`src/design/psq_pkg.sv`:
```
package psq_pkg;
  // clock and derived millisecond prescale
  localparam int CLK_HZ = 50_000_000;
  localparam int MS_PER_S = 1000;
  localparam int CYC_PER_MS = CLK_HZ / MS_PER_S;
  localparam int MS_W = 11;
  // chosen times in ms, each inside its documented window
  localparam logic [10:0] ACG_ON_MS = 11'h032;
  localparam logic [10:0] MAIN_HOLD_MS = 11'h007;
  localparam logic [10:0] AUX_HOLD_MS = 11'h00F;
  localparam logic [10:0] OFF_MIN_MS = 11'h3E8;
  localparam logic [10:0] MAIN_DLY_MS = 11'h00F;
  localparam logic [10:0] PSON_OFF_MS = 11'h005;
  localparam logic [10:0] BLINK_SLOT_MS = 11'h0FA;
  localparam logic [2:0] BLINK_SLOTS = 3'h6;
  // current share
  localparam int SHARE_BITS = 8;
  localparam logic [3:0] SHARE_LAST = 4'h8;
  localparam int TRIM_LIMIT_MV = 250;
  localparam int TRIM_STEP_MV = 25;
  localparam logic [3:0] TRIM_MAX = 4'(TRIM_LIMIT_MV / TRIM_STEP_MV);
  // wishbone map
  localparam logic [3:0] REG_CTRL = 4'h0;
  localparam logic [3:0] REG_STAT = 4'h4;
  localparam logic [31:0] CTRL_RST = 32'h00000000;
  localparam int CTRL_GRANT_BIT = 0;
  // synchroniser reset: enable pin idles high through its pull-up
  localparam logic [16:0] SYNC_RST = 17'h00002;
  typedef enum logic [1:0] {M_OFF, M_DLY, M_ON, M_STOP} psq_main_type;
  typedef enum logic [2:0] {P_OFF, P_GREEN, P_YEL, P_Y11, P_YG12, P_YG21, P_YG11} psq_pat_type;
endpackage

```
`src/design/psq_top.sv`:
```
`timescale 1ns/100ps
module psq_ms_cnt #(
  parameter int W = 11
) (
  input wire logic clk_i,
  input wire logic srst_i,
  input wire logic ce_i,
  input wire logic tick_i,
  input wire logic clr_i,
  output logic [W-1:0] cnt_o
);
  // saturating millisecond counter
  always_ff @(posedge clk_i) begin
    if (srst_i) begin
      cnt_o <= '0;
    end else if (ce_i) begin
      if (clr_i) begin
        cnt_o <= '0;
      end else if (tick_i && !(&cnt_o)) begin
        cnt_o <= cnt_o + 1'b1;
      end
    end
  end
endmodule

////////////////////////////////////////////////////////////////////////////////
module psq_top #(
  parameter int CYC_PER_MS = psq_pkg::CYC_PER_MS,
  parameter logic [10:0] BLINK_SLOT_MS = psq_pkg::BLINK_SLOT_MS
) (
  input wire logic CLOCK_I,
  input wire logic SRST_I,
  input wire logic CLKEN_I,
  input wire logic [3:0] ADR_I,
  input wire logic [31:0] DAT_I,
  output logic [31:0] DAT_O,
  input wire logic WE_I,
  input wire logic [3:0] SEL_I,
  input wire logic CYC_I,
  input wire logic STB_I,
  output logic ACK_O,
  input wire logic AC_IN_RANGE_I,
  input wire logic MAIN_OUTPUT_ENABLE_N_I,
  input wire logic UNPLUG_KILL_I,
  input wire logic STANDBY_PERMIT_I,
  input wire logic SHARE_BUS_I,
  input wire logic MAIN_OK_I,
  input wire logic AUX_OK_I,
  input wire logic OT_SHDN_I,
  input wire logic OV_SHDN_I,
  input wire logic OC_SHDN_I,
  input wire logic FAN_MAJOR_I,
  input wire logic OT_WARN_I,
  input wire logic FAN_MINOR_I,
  input wire logic SENSE_SHORT_I,
  input wire logic AUX_ILIM_I,
  input wire logic AUX_UV_I,
  input wire logic LOAD_LOW_I,
  input wire logic [7:0] LOAD_CUR_I,
  output logic AC_LED_O,
  output logic DC_LED_GREEN_O,
  output logic DC_LED_YELLOW_O,
  output logic AUX_RAIL_EN_O,
  output logic MAIN_RAIL_EN_O,
  output logic AC_GOOD_O,
  output logic POWER_GOOD_OUT_O,
  output logic POWER_GOOD_OE_O,
  output logic PLUGGED_IN_N_O,
  output logic STANDBY_PERMIT_OUT_O,
  output logic STANDBY_PERMIT_OE_O,
  output logic SHARE_BUS_OUT_O,
  output logic SHARE_BUS_OE_O,
  output logic [3:0] TRIM_O
);
  localparam int PRE_W = $clog2(CYC_PER_MS);
  localparam logic [PRE_W-1:0] PRE_LAST = PRE_W'(CYC_PER_MS - 1);

  logic [16:0] sync1_r;
  logic [16:0] sync2_r;
  logic ac_ok, pson_n, kill, permit, share_s, main_ok, aux_ok, ot_sd, ov_sd, oc_sd;
  logic fan_maj, ot_warn, fan_min, sense_sc, aux_ilim, aux_uv, load_low;
  logic [PRE_W-1:0] pre_r;
  logic tick;
  logic [10:0] ac_ok_ms, ac_lost_ms, aux_off_ms, main_off_ms, dly_ms, slot_ms;
  logic aux_on_r, ac_good_r, ac_led_r, fault_r, sense_flt_r, pson_d_r;
  logic standby_r, was_stby_r, main_en_r, grant_r;
  psq_pkg::psq_main_type main_r, main_nxt;
  psq_pkg::psq_pat_type pat_r;
  logic [2:0] slot_r;
  logic led_y_r, led_g_r;
  logic [3:0] sh_idx_r, trim_r;
  logic [7:0] cur_r, rx_r;
  logic lost_r, master_r, share_oe_r;
  logic pson_en, aux_lim, shut_evt, pson_rise, main_req, main_stop, slot_end;
  logic share_act, rail_bad, hard_bad, pg_ok, stby_ok, ack_r;
  logic [31:0] rdat_r;

  ////////////////////////////////////////////////////////////////////////////
  // pin synchronisers
  always_ff @(posedge CLOCK_I) begin
    if (SRST_I) begin
      sync1_r <= psq_pkg::SYNC_RST;
      sync2_r <= psq_pkg::SYNC_RST;
    end else if (CLKEN_I) begin
      sync1_r <= {LOAD_LOW_I, AUX_UV_I, AUX_ILIM_I, SENSE_SHORT_I, FAN_MINOR_I, OT_WARN_I,
                  FAN_MAJOR_I, OC_SHDN_I, OV_SHDN_I, OT_SHDN_I, AUX_OK_I, MAIN_OK_I,
                  SHARE_BUS_I, STANDBY_PERMIT_I, UNPLUG_KILL_I, MAIN_OUTPUT_ENABLE_N_I,
                  AC_IN_RANGE_I};
      sync2_r <= sync1_r;
    end
  end
  assign {load_low, aux_uv, aux_ilim, sense_sc, fan_min, ot_warn, fan_maj, oc_sd, ov_sd,
          ot_sd, aux_ok, main_ok, share_s, permit, kill, pson_n, ac_ok} = sync2_r;

  assign pson_en = !pson_n;
  assign aux_lim = aux_ilim && aux_uv;
  assign shut_evt = ot_sd || ov_sd || oc_sd || fan_maj;
  assign pson_rise = pson_d_r && pson_en;

  ////////////////////////////////////////////////////////////////////////////
  // millisecond time base and timers
  always_ff @(posedge CLOCK_I) begin
    if (SRST_I) begin
      pre_r <= '0;
    end else if (CLKEN_I) begin
      pre_r <= (pre_r == PRE_LAST) ? '0 : pre_r + 1'b1;
    end
  end
  assign tick = (pre_r == PRE_LAST);
  assign slot_end = tick && (slot_ms >= BLINK_SLOT_MS - 11'h001);

  psq_ms_cnt u_ac_ok (.clk_i(CLOCK_I), .srst_i(SRST_I), .ce_i(CLKEN_I), .tick_i(tick),
    .clr_i(!ac_ok), .cnt_o(ac_ok_ms));
  psq_ms_cnt u_ac_lost (.clk_i(CLOCK_I), .srst_i(SRST_I), .ce_i(CLKEN_I), .tick_i(tick),
    .clr_i(ac_ok), .cnt_o(ac_lost_ms));
  psq_ms_cnt u_aux_off (.clk_i(CLOCK_I), .srst_i(SRST_I), .ce_i(CLKEN_I), .tick_i(tick),
    .clr_i(aux_on_r), .cnt_o(aux_off_ms));
  psq_ms_cnt u_main_off (.clk_i(CLOCK_I), .srst_i(SRST_I), .ce_i(CLKEN_I), .tick_i(tick),
    .clr_i(main_en_r), .cnt_o(main_off_ms));
  psq_ms_cnt u_dly (.clk_i(CLOCK_I), .srst_i(SRST_I), .ce_i(CLKEN_I), .tick_i(tick),
    .clr_i(main_nxt != main_r), .cnt_o(dly_ms));
  psq_ms_cnt u_slot (.clk_i(CLOCK_I), .srst_i(SRST_I), .ce_i(CLKEN_I), .tick_i(tick),
    .clr_i(slot_end), .cnt_o(slot_ms));

  ////////////////////////////////////////////////////////////////////////////
  // ac_good, latched faults, aux rail
  always_ff @(posedge CLOCK_I) begin
    if (SRST_I) begin
      ac_good_r <= 1'b0;
      ac_led_r <= 1'b0;
    end else if (CLKEN_I) begin
      ac_led_r <= ac_ok;
      ac_good_r <= ac_ok && (ac_ok_ms >= psq_pkg::ACG_ON_MS);
    end
  end

  // set wins over the enable toggle or an AC loss deep enough to drop aux
  always_ff @(posedge CLOCK_I) begin
    if (SRST_I) begin
      fault_r <= 1'b0;
      sense_flt_r <= 1'b0;
      pson_d_r <= 1'b0;
    end else if (CLKEN_I) begin
      pson_d_r <= !pson_en;
      if (shut_evt || sense_sc) begin
        fault_r <= 1'b1;
      end else if (pson_rise || ac_lost_ms > psq_pkg::AUX_HOLD_MS) begin
        fault_r <= 1'b0;
      end
      if (sense_sc) begin
        sense_flt_r <= 1'b1;
      end else if (pson_rise || ac_lost_ms > psq_pkg::AUX_HOLD_MS) begin
        sense_flt_r <= 1'b0;
      end
    end
  end

  // aux ignores unplug kill; holds up 15 ms past AC loss
  // first tick may come at once, so n ticks only prove n-1 ms: compare strictly
  always_ff @(posedge CLOCK_I) begin
    if (SRST_I) begin
      aux_on_r <= 1'b0;
    end else if (CLKEN_I) begin
      if (sense_flt_r || ac_lost_ms > psq_pkg::AUX_HOLD_MS) begin
        aux_on_r <= 1'b0;
      end else if (!aux_on_r && ac_ok && aux_off_ms > psq_pkg::OFF_MIN_MS) begin
        aux_on_r <= 1'b1;
      end
    end
  end

  ////////////////////////////////////////////////////////////////////////////
  // main rail sequencer
  assign main_req = aux_on_r && ac_ok && pson_en && !kill && !fault_r && !aux_lim
                    && !standby_r;
  assign main_stop = kill || fault_r || aux_lim || standby_r || !aux_on_r
                     || (ac_lost_ms > psq_pkg::MAIN_HOLD_MS);

  always_comb begin
    main_nxt = main_r;
    unique case (main_r)
      psq_pkg::M_OFF: begin
        if (main_req && (main_off_ms > psq_pkg::OFF_MIN_MS || was_stby_r)) begin
          main_nxt = psq_pkg::M_DLY;
        end
      end
      psq_pkg::M_DLY: begin
        if (!main_req) begin
          main_nxt = psq_pkg::M_OFF;
        end else if (dly_ms >= psq_pkg::MAIN_DLY_MS) begin
          main_nxt = psq_pkg::M_ON;
        end
      end
      psq_pkg::M_ON: begin
        if (main_stop) begin
          main_nxt = psq_pkg::M_OFF;
        end else if (!pson_en) begin
          main_nxt = psq_pkg::M_STOP;
        end
      end
      psq_pkg::M_STOP: begin
        if (main_stop) begin
          main_nxt = psq_pkg::M_OFF;
        end else if (pson_en) begin
          main_nxt = psq_pkg::M_ON;
        end else if (dly_ms >= psq_pkg::PSON_OFF_MS) begin
          main_nxt = psq_pkg::M_OFF;
        end
      end
    endcase
  end

  always_ff @(posedge CLOCK_I) begin
    if (SRST_I) begin
      main_r <= psq_pkg::M_OFF;
      main_en_r <= 1'b0;
    end else if (CLKEN_I) begin
      main_r <= main_nxt;
      main_en_r <= (main_nxt == psq_pkg::M_ON) || (main_nxt == psq_pkg::M_STOP);
    end
  end

  ////////////////////////////////////////////////////////////////////////////
  // hot standby; leaving it restarts main without the 1 s off wait
  assign stby_ok = grant_r && permit && load_low && !fault_r && !sense_flt_r;
  always_ff @(posedge CLOCK_I) begin
    if (SRST_I) begin
      standby_r <= 1'b0;
      was_stby_r <= 1'b0;
    end else if (CLKEN_I) begin
      if (!stby_ok) begin
        standby_r <= 1'b0;
      end else if (main_r == psq_pkg::M_ON) begin
        standby_r <= 1'b1;
      end
      if (standby_r) begin
        was_stby_r <= 1'b1;
      end else if (main_en_r) begin
        was_stby_r <= 1'b0;
      end
    end
  end

  ////////////////////////////////////////////////////////////////////////////
  // DC LED priority and blink slots
  assign rail_bad = (main_en_r && !main_ok) || (aux_on_r && !aux_ok);
  assign hard_bad = rail_bad || fault_r || sense_flt_r || shut_evt;

  always_ff @(posedge CLOCK_I) begin
    if (SRST_I) begin
      pat_r <= psq_pkg::P_OFF;
    end else if (CLKEN_I) begin
      if (pson_n) begin
        pat_r <= psq_pkg::P_Y11;
      end else if (standby_r) begin
        pat_r <= psq_pkg::P_YG12;
      end else if (hard_bad) begin
        pat_r <= psq_pkg::P_YEL;
      end else if (ot_warn) begin
        pat_r <= psq_pkg::P_YG21;
      end else if (fan_min) begin
        pat_r <= psq_pkg::P_YG11;
      end else if (main_en_r) begin
        pat_r <= psq_pkg::P_GREEN;
      end else begin
        pat_r <= psq_pkg::P_OFF;
      end
    end
  end

  // six slots of one period give every documented ratio
  always_ff @(posedge CLOCK_I) begin
    if (SRST_I) begin
      slot_r <= 3'h0;
      led_y_r <= 1'b0;
      led_g_r <= 1'b0;
    end else if (CLKEN_I) begin
      if (slot_end) begin
        slot_r <= (slot_r == psq_pkg::BLINK_SLOTS - 3'h1) ? 3'h0 : slot_r + 3'h1;
      end
      unique case (pat_r)
        psq_pkg::P_OFF: begin
          led_y_r <= 1'b0;
          led_g_r <= 1'b0;
        end
        psq_pkg::P_GREEN: begin
          led_y_r <= 1'b0;
          led_g_r <= 1'b1;
        end
        psq_pkg::P_YEL: begin
          led_y_r <= 1'b1;
          led_g_r <= 1'b0;
        end
        psq_pkg::P_Y11: begin
          led_y_r <= (slot_r < 3'h3);
          led_g_r <= 1'b0;
        end
        psq_pkg::P_YG12: begin
          led_y_r <= (slot_r < 3'h2);
          led_g_r <= (slot_r >= 3'h2);
        end
        psq_pkg::P_YG21: begin
          led_y_r <= (slot_r < 3'h4);
          led_g_r <= (slot_r >= 3'h4);
        end
        psq_pkg::P_YG11: begin
          led_y_r <= (slot_r < 3'h3);
          led_g_r <= (slot_r >= 3'h3);
        end
        default: begin
          led_y_r <= 1'b0;
          led_g_r <= 1'b0;
        end
      endcase
    end
  end

  ////////////////////////////////////////////////////////////////////////////
  // current share: bitwise arbitration, dominant low, largest current wins
  assign share_act = main_en_r && !fault_r && !sense_flt_r;
  always_ff @(posedge CLOCK_I) begin
    if (SRST_I) begin
      sh_idx_r <= 4'h0;
      cur_r <= 8'h00;
      rx_r <= 8'h00;
      lost_r <= 1'b0;
      master_r <= 1'b0;
      trim_r <= 4'h0;
      share_oe_r <= 1'b0;
    end else if (CLKEN_I) begin
      if (!share_act) begin
        sh_idx_r <= psq_pkg::SHARE_LAST;
        lost_r <= 1'b0;
        master_r <= 1'b0;
        trim_r <= 4'h0;
        share_oe_r <= 1'b0;
      end else begin
        share_oe_r <= (sh_idx_r < psq_pkg::SHARE_LAST) && !lost_r
                      && cur_r[3'(psq_pkg::SHARE_BITS - 1) - sh_idx_r[2:0]];
        if (tick) begin
          if (sh_idx_r == psq_pkg::SHARE_LAST) begin
            sh_idx_r <= 4'h0;
            cur_r <= LOAD_CUR_I;
            lost_r <= 1'b0;
          end else begin
            sh_idx_r <= sh_idx_r + 4'h1;
            rx_r <= {rx_r[6:0], !share_s};
            if (!share_s && !cur_r[3'(psq_pkg::SHARE_BITS - 1) - sh_idx_r[2:0]]) begin
              lost_r <= 1'b1;
            end
            if (sh_idx_r == psq_pkg::SHARE_LAST - 4'h1) begin
              master_r <= !lost_r && !(!share_s && !cur_r[0]);
            end
          end
          if (sh_idx_r == psq_pkg::SHARE_LAST) begin
            if (!master_r && cur_r < rx_r && trim_r < psq_pkg::TRIM_MAX) begin
              trim_r <= trim_r + 4'h1;
            end else if ((master_r || cur_r > rx_r) && trim_r != 4'h0) begin
              trim_r <= trim_r - 4'h1;
            end
          end
        end
      end
    end
  end

  ////////////////////////////////////////////////////////////////////////////
  // wishbone slave, one wait state, unmapped reads zero
  always_ff @(posedge CLOCK_I) begin
    if (SRST_I) begin
      ack_r <= 1'b0;
      grant_r <= psq_pkg::CTRL_RST[psq_pkg::CTRL_GRANT_BIT];
      rdat_r <= 32'h00000000;
    end else if (CLKEN_I) begin
      ack_r <= CYC_I && STB_I && !ack_r;
      if (CYC_I && STB_I && !ack_r) begin
        if (WE_I && SEL_I[0] && ADR_I == psq_pkg::REG_CTRL) begin
          grant_r <= DAT_I[psq_pkg::CTRL_GRANT_BIT];
        end
        unique case (ADR_I)
          psq_pkg::REG_CTRL: rdat_r <= {31'h00000000, grant_r};
          psq_pkg::REG_STAT: rdat_r <= {17'h00000, pat_r, trim_r, master_r, standby_r,
                                        sense_flt_r, fault_r, pg_ok, main_en_r, aux_on_r,
                                        ac_good_r};
          default: rdat_r <= 32'h00000000;
        endcase
      end
    end
  end

  ////////////////////////////////////////////////////////////////////////////
  // outputs
  assign pg_ok = aux_on_r && main_en_r && aux_ok && main_ok;
  assign ACK_O = ack_r;
  assign DAT_O = rdat_r;
  assign AC_LED_O = ac_led_r;
  assign AC_GOOD_O = ac_good_r;
  assign DC_LED_YELLOW_O = led_y_r;
  assign DC_LED_GREEN_O = led_g_r;
  assign AUX_RAIL_EN_O = aux_on_r;
  assign MAIN_RAIL_EN_O = main_en_r;
  assign POWER_GOOD_OUT_O = 1'b0;
  assign POWER_GOOD_OE_O = !pg_ok;
  assign PLUGGED_IN_N_O = 1'b0;
  assign STANDBY_PERMIT_OUT_O = 1'b0;
  assign STANDBY_PERMIT_OE_O = fault_r || sense_flt_r;
  assign SHARE_BUS_OUT_O = 1'b0;
  assign SHARE_BUS_OE_O = share_oe_r;
  assign TRIM_O = trim_r;
endmodule

```
`config.mk`:
```
export PLATFORM = sky130hd
export DESIGN_NAME = psq_top
export DESIGN_NICKNAME = d
export VERILOG_FILES = /design/src/design/psq_pkg.sv /design/src/design/psq_top.sv
export SDC_FILE = /design/constraint.sdc
export NUM_CORES = 1
export LEC_CHECK = 0
export BUFFER_PORTS_ARGS = -buffer_cell sky130_fd_sc_hd__buf_2
export CORE_ASPECT_RATIO = 0.5
export CORE_UTILIZATION = 35
export DETAILED_ROUTE_END_ITERATION = 6
export HOLD_SLACK_MARGIN = 0.08
export PLACE_DENSITY = 0.56
export SKIP_CTS_REPAIR_TIMING = 1
export SLEW_MARGIN = 20
export SYNTH_ARGS = -nofsm -noshare
export SYNTH_HDL_FRONTEND = slang
export SYNTH_HIERARCHICAL = 1
export SYNTH_SLANG_ARGS = --single-unit
```
`constraint.sdc`:
```
create_clock -name CLOCK_I -period 6.4 [get_ports CLOCK_I]
set_input_delay 0.32 -clock CLOCK_I [delete_from_list [all_inputs] [get_ports CLOCK_I]]
set_output_delay 0.32 -clock CLOCK_I [all_outputs]
set_load 0.005 [all_outputs]
```
==> flow_summary.json <==
{
  "tns_ns": 0,
  "worstPathArrival_ns": 3.97,
  "cp_slowest_stage_delay_ns": 0.78,
  "cp.depth": 10,
  "numPlacedInstances": 1430,
  "placementRows": 41,
  "gp_congestion": 0.847,
  "slew_violations": 0,
  "ctsHtreeMaxLevel": 4,
  "grt_antenna_before_repair": 0,
  "drtAntennaViolNets": 0,
  "timing.slew.headroom": 0.394,
  "hold_viol": 0,
  "num-nets-final": 1197,
  "synth_top_area_frac": 0.385,
  "dp_hpwl_um": 14800,
  "yosysSeqAreaShare": 0.385,
  "hp-class": "primary input to register",
  "drc": 0,
  "vias": 7898,
  "num_antenna_cells": 0,
  "pwr-share-clk": 0.470,
  "cts.path.max_buffers": 2,
  "setup_viol_count_final": 0,
  "fin_cells": 1462,
  "wire_per_inst_um": 14.9,
  "p_comb_frac": 0.051,
  "cap_violations": 0,
  "areaGrowthSynthToFinish_pct": 12.2,
  "die_x_um": 232,
  "end_kind": "register",
  "startpoint": "u_dly/cnt_o[5]",
  "clk_pin_slew_ns": 0.07,
  "finalWirelength_um": 21800,
  "cts-root-buf": "clkbuf_16",
  "ys_async_sr_fraction": 0,
  "grt_pass1_vias": 7136,
  "grt_start_max_net_pins": 70,
  "synth_most_common_cell": "dfxtp_1",
  "rr_worst_depth": 10,
  "clock_sinks": 178,
  "drive_gt1_frac": 0.156,
  "tightestPinTransition_ns": 0.909,
  "crit_buf_inv": 0,
  "ys_ff_latch": 178,
  "intPower_mw": 1.81,
  "crit_chain": "nor4_1, a31oi_1, a2111oi_0, a31oi_1, xnor2_1, nand2_1, nand4b_1, nor4_4, nor2_1, a311oi_1",
  "cts_buffers": 17,
  "grt_setup_unrepaired": "false",
  "synth_edf_count": 0,
  "cp_max_fo": 19,
  "r2r_start": "u_dly/cnt_o[5]",
  "power.share.sequential": 0.479,
  "ys_top_cells_by_count": "178 x dfxtp_1, 146 x nor2_1, 82 x a21oi_1, 57 x mux2i_1, 52 x nand2_1",
  "critPathTopFamily": "simple AND/OR/NAND/NOR gates",
  "post-route-min-period_ns": 3.62,
  "endpoint": "u_dly/cnt_o[8]",
  "critical_path.most_common_cell": "a31oi_1",
  "placed_area_sq_um": 9760,
  "finalCritPeriodShare": 0.565,
  "ir_drop_mv": 0.111,
  "worstReg2RegEnd": "u_dly/cnt_o[8]",
  "die_h_um": 117,
  "switchingPower_mw": 0.571,
  "crit_slowest_cell": "nor4_4",
  "p_per_area_nw_per_um2": 229,
  "required_ns": 6.75,
  "tritoncts": "built",
  "swShare": 0.240,
  "finalInstanceArea_sq_um": 10400,
  "initial_core_util": 0.362,
  "syn_inst": 1064,
  "startpoint_type": "register",
  "syn_avg_cell_area_sq_um": 8.70,
  "core_region_area_sq_um": 25600,
  "ys.flop_type": "dfxtp_1",
  "grtUsageTotal": 0.164,
  "die_area_sq_um": 27200,
  "io_buffers": 65,
  "grt_pass1_wl_um": 36000,
  "reg2reg_slack_ns": 2.78,
  "synth_cell_type_count": 68,
  "finClkSkew_ns": 0.00955,
  "fmax_mhz": 276,
  "overflow": 0,
  "synth.area.top_cells": "dfxtp_1 38%, mux2i_1 6.2%, nor2_1 5.9%, a21oi_1 4.4%, o31ai_1 3.1%",
  "io_pins": 121,
  "synth_area_sq_um": 9260,
  "yosysTopAreaCell": "dfxtp_1",
  "dr.pass1.iters": 5,
  "viasPerCell": 5.40,
  "drt_iter0_drc": 533,
  "clock_latency_ns": 0.45,
  "power_leakage_nw": 3.84,
  "yosysWarnings": 6,
  "status": "finished, final reports clean",
  "path_class": "register to register"
}
[worst min path at each step]
stage | from | to | slack (ns) | cells after the start
2_1_floorplan | lost_r | lost_r | 0.43 | 2
3_3_place_gp | lost_r | lost_r | 0.43 | 2
3_5_place_dp | lost_r | lost_r | 0.44 | 2
4_1_cts | MAIN_OUTPUT_ENABLE_N_I | sync1_r[1] | 0.08 | 3
5_1_grt | MAIN_OUTPUT_ENABLE_N_I | sync1_r[1] | 0.1 | 3
6_report | MAIN_OUTPUT_ENABLE_N_I | sync1_r[1] | 0.09 | 3
[cells in the final DEF, fill, tap and decap left out, types with 14 or more instances in the layout]
cell type,n
ha_1,20
conb_1,21
inv_1,42
nor2_1,146
nor3_1,29
a22oi_1,16
clkbuf_16,17
nand2_1,52
nand3_1,26
mux2i_1,57
dfxtp_1,178
nand4_1,22
a21oi_1,82
and3_1,15
o21ai_0,32
buf_4,14
or4_1,22
buf_2,63
or4b_2,24
o31ai_1,38
[final cells by class]
type                    count  area (sq um)
fillers                  2608         15200
multi-input cells         789          5190
flip-flops and latches    178          3560
clock buffers              19           453
well taps                 344           430
repair buffers             77           420
clock inverters            13           174
inverters                  42           158
[worst min-delay path, cell delays in order]
cell and delay [ns]:
buf_2 0.08, mux2i_1 0.06, nand2_1 0.06
[logic make-up after synthesis]
| family | count (synthesis) | synth area share |
|---|---|---|
| AND/OR/NAND/NOR | 414 | 0.253 |
| AO/OA/AOI/OAI | 251 | 0.181 |
| flip-flops | 178 | 0.385 |
| buffers and inverters | 117 | 0.0628 |
| multiplexers | 62 | 0.0701 |
| adder cells (fa/ha/maj) | 21 | 0.0292 |
| XOR/XNOR | 20 | 0.0189 |
| other | 1 | 0.000405 |
[routing by layer]
layer  vias up  GRT usage  wire [um]
met5         -          0          0
met1      3786      0.221      11000
met3        22     0.0327        598
li1       3993          -          -
met2        97      0.261       9950
met4         0     0.0605        291
[through the flow]
stage,setup WS [ns],utilization,power (mW),hold slack (ns)
after floorplan,3.69,-,1.26,0.426
after global placement,2.88,0.381,1.28,0.435
after detailed placement,2.83,0.381,1.29,0.440
after CTS,2.81,0.406,2.41,0.0768
after global routing,2.42,0.406,2.47,0.0956
final,2.78,0.406,2.38,0.0949
[power groups by stage]
stage / clock network (mW) / registers (mW) / logic, mW
floorplan: 0 / 1.16 / 0.0969
global placement: 0 / 1.17 / 0.118
detailed placement: 0 / 1.17 / 0.121
CTS: 1.15 / 1.14 / 0.122
global route: 1.19 / 1.14 / 0.136
finish: 1.12 / 1.14 / 0.121
[sequential cells by signal, indices dropped and copies added, names as in the netlist, 3 cells and up]
register	count
DAT_O	15
TRIM_O	4
cur_r	8
pat_r	3
pre_r	16
rx_r	8
sh_idx_r	4
slot_r	3
sync1_r	17
sync2_r	17
u_ac_lost/cnt_o	11
u_ac_ok/cnt_o	11
u_aux_off/cnt_o	11
u_dly/cnt_o	11
u_main_off/cnt_o	11
u_slot/cnt_o	11
Power figures use the tool's default switching activity.
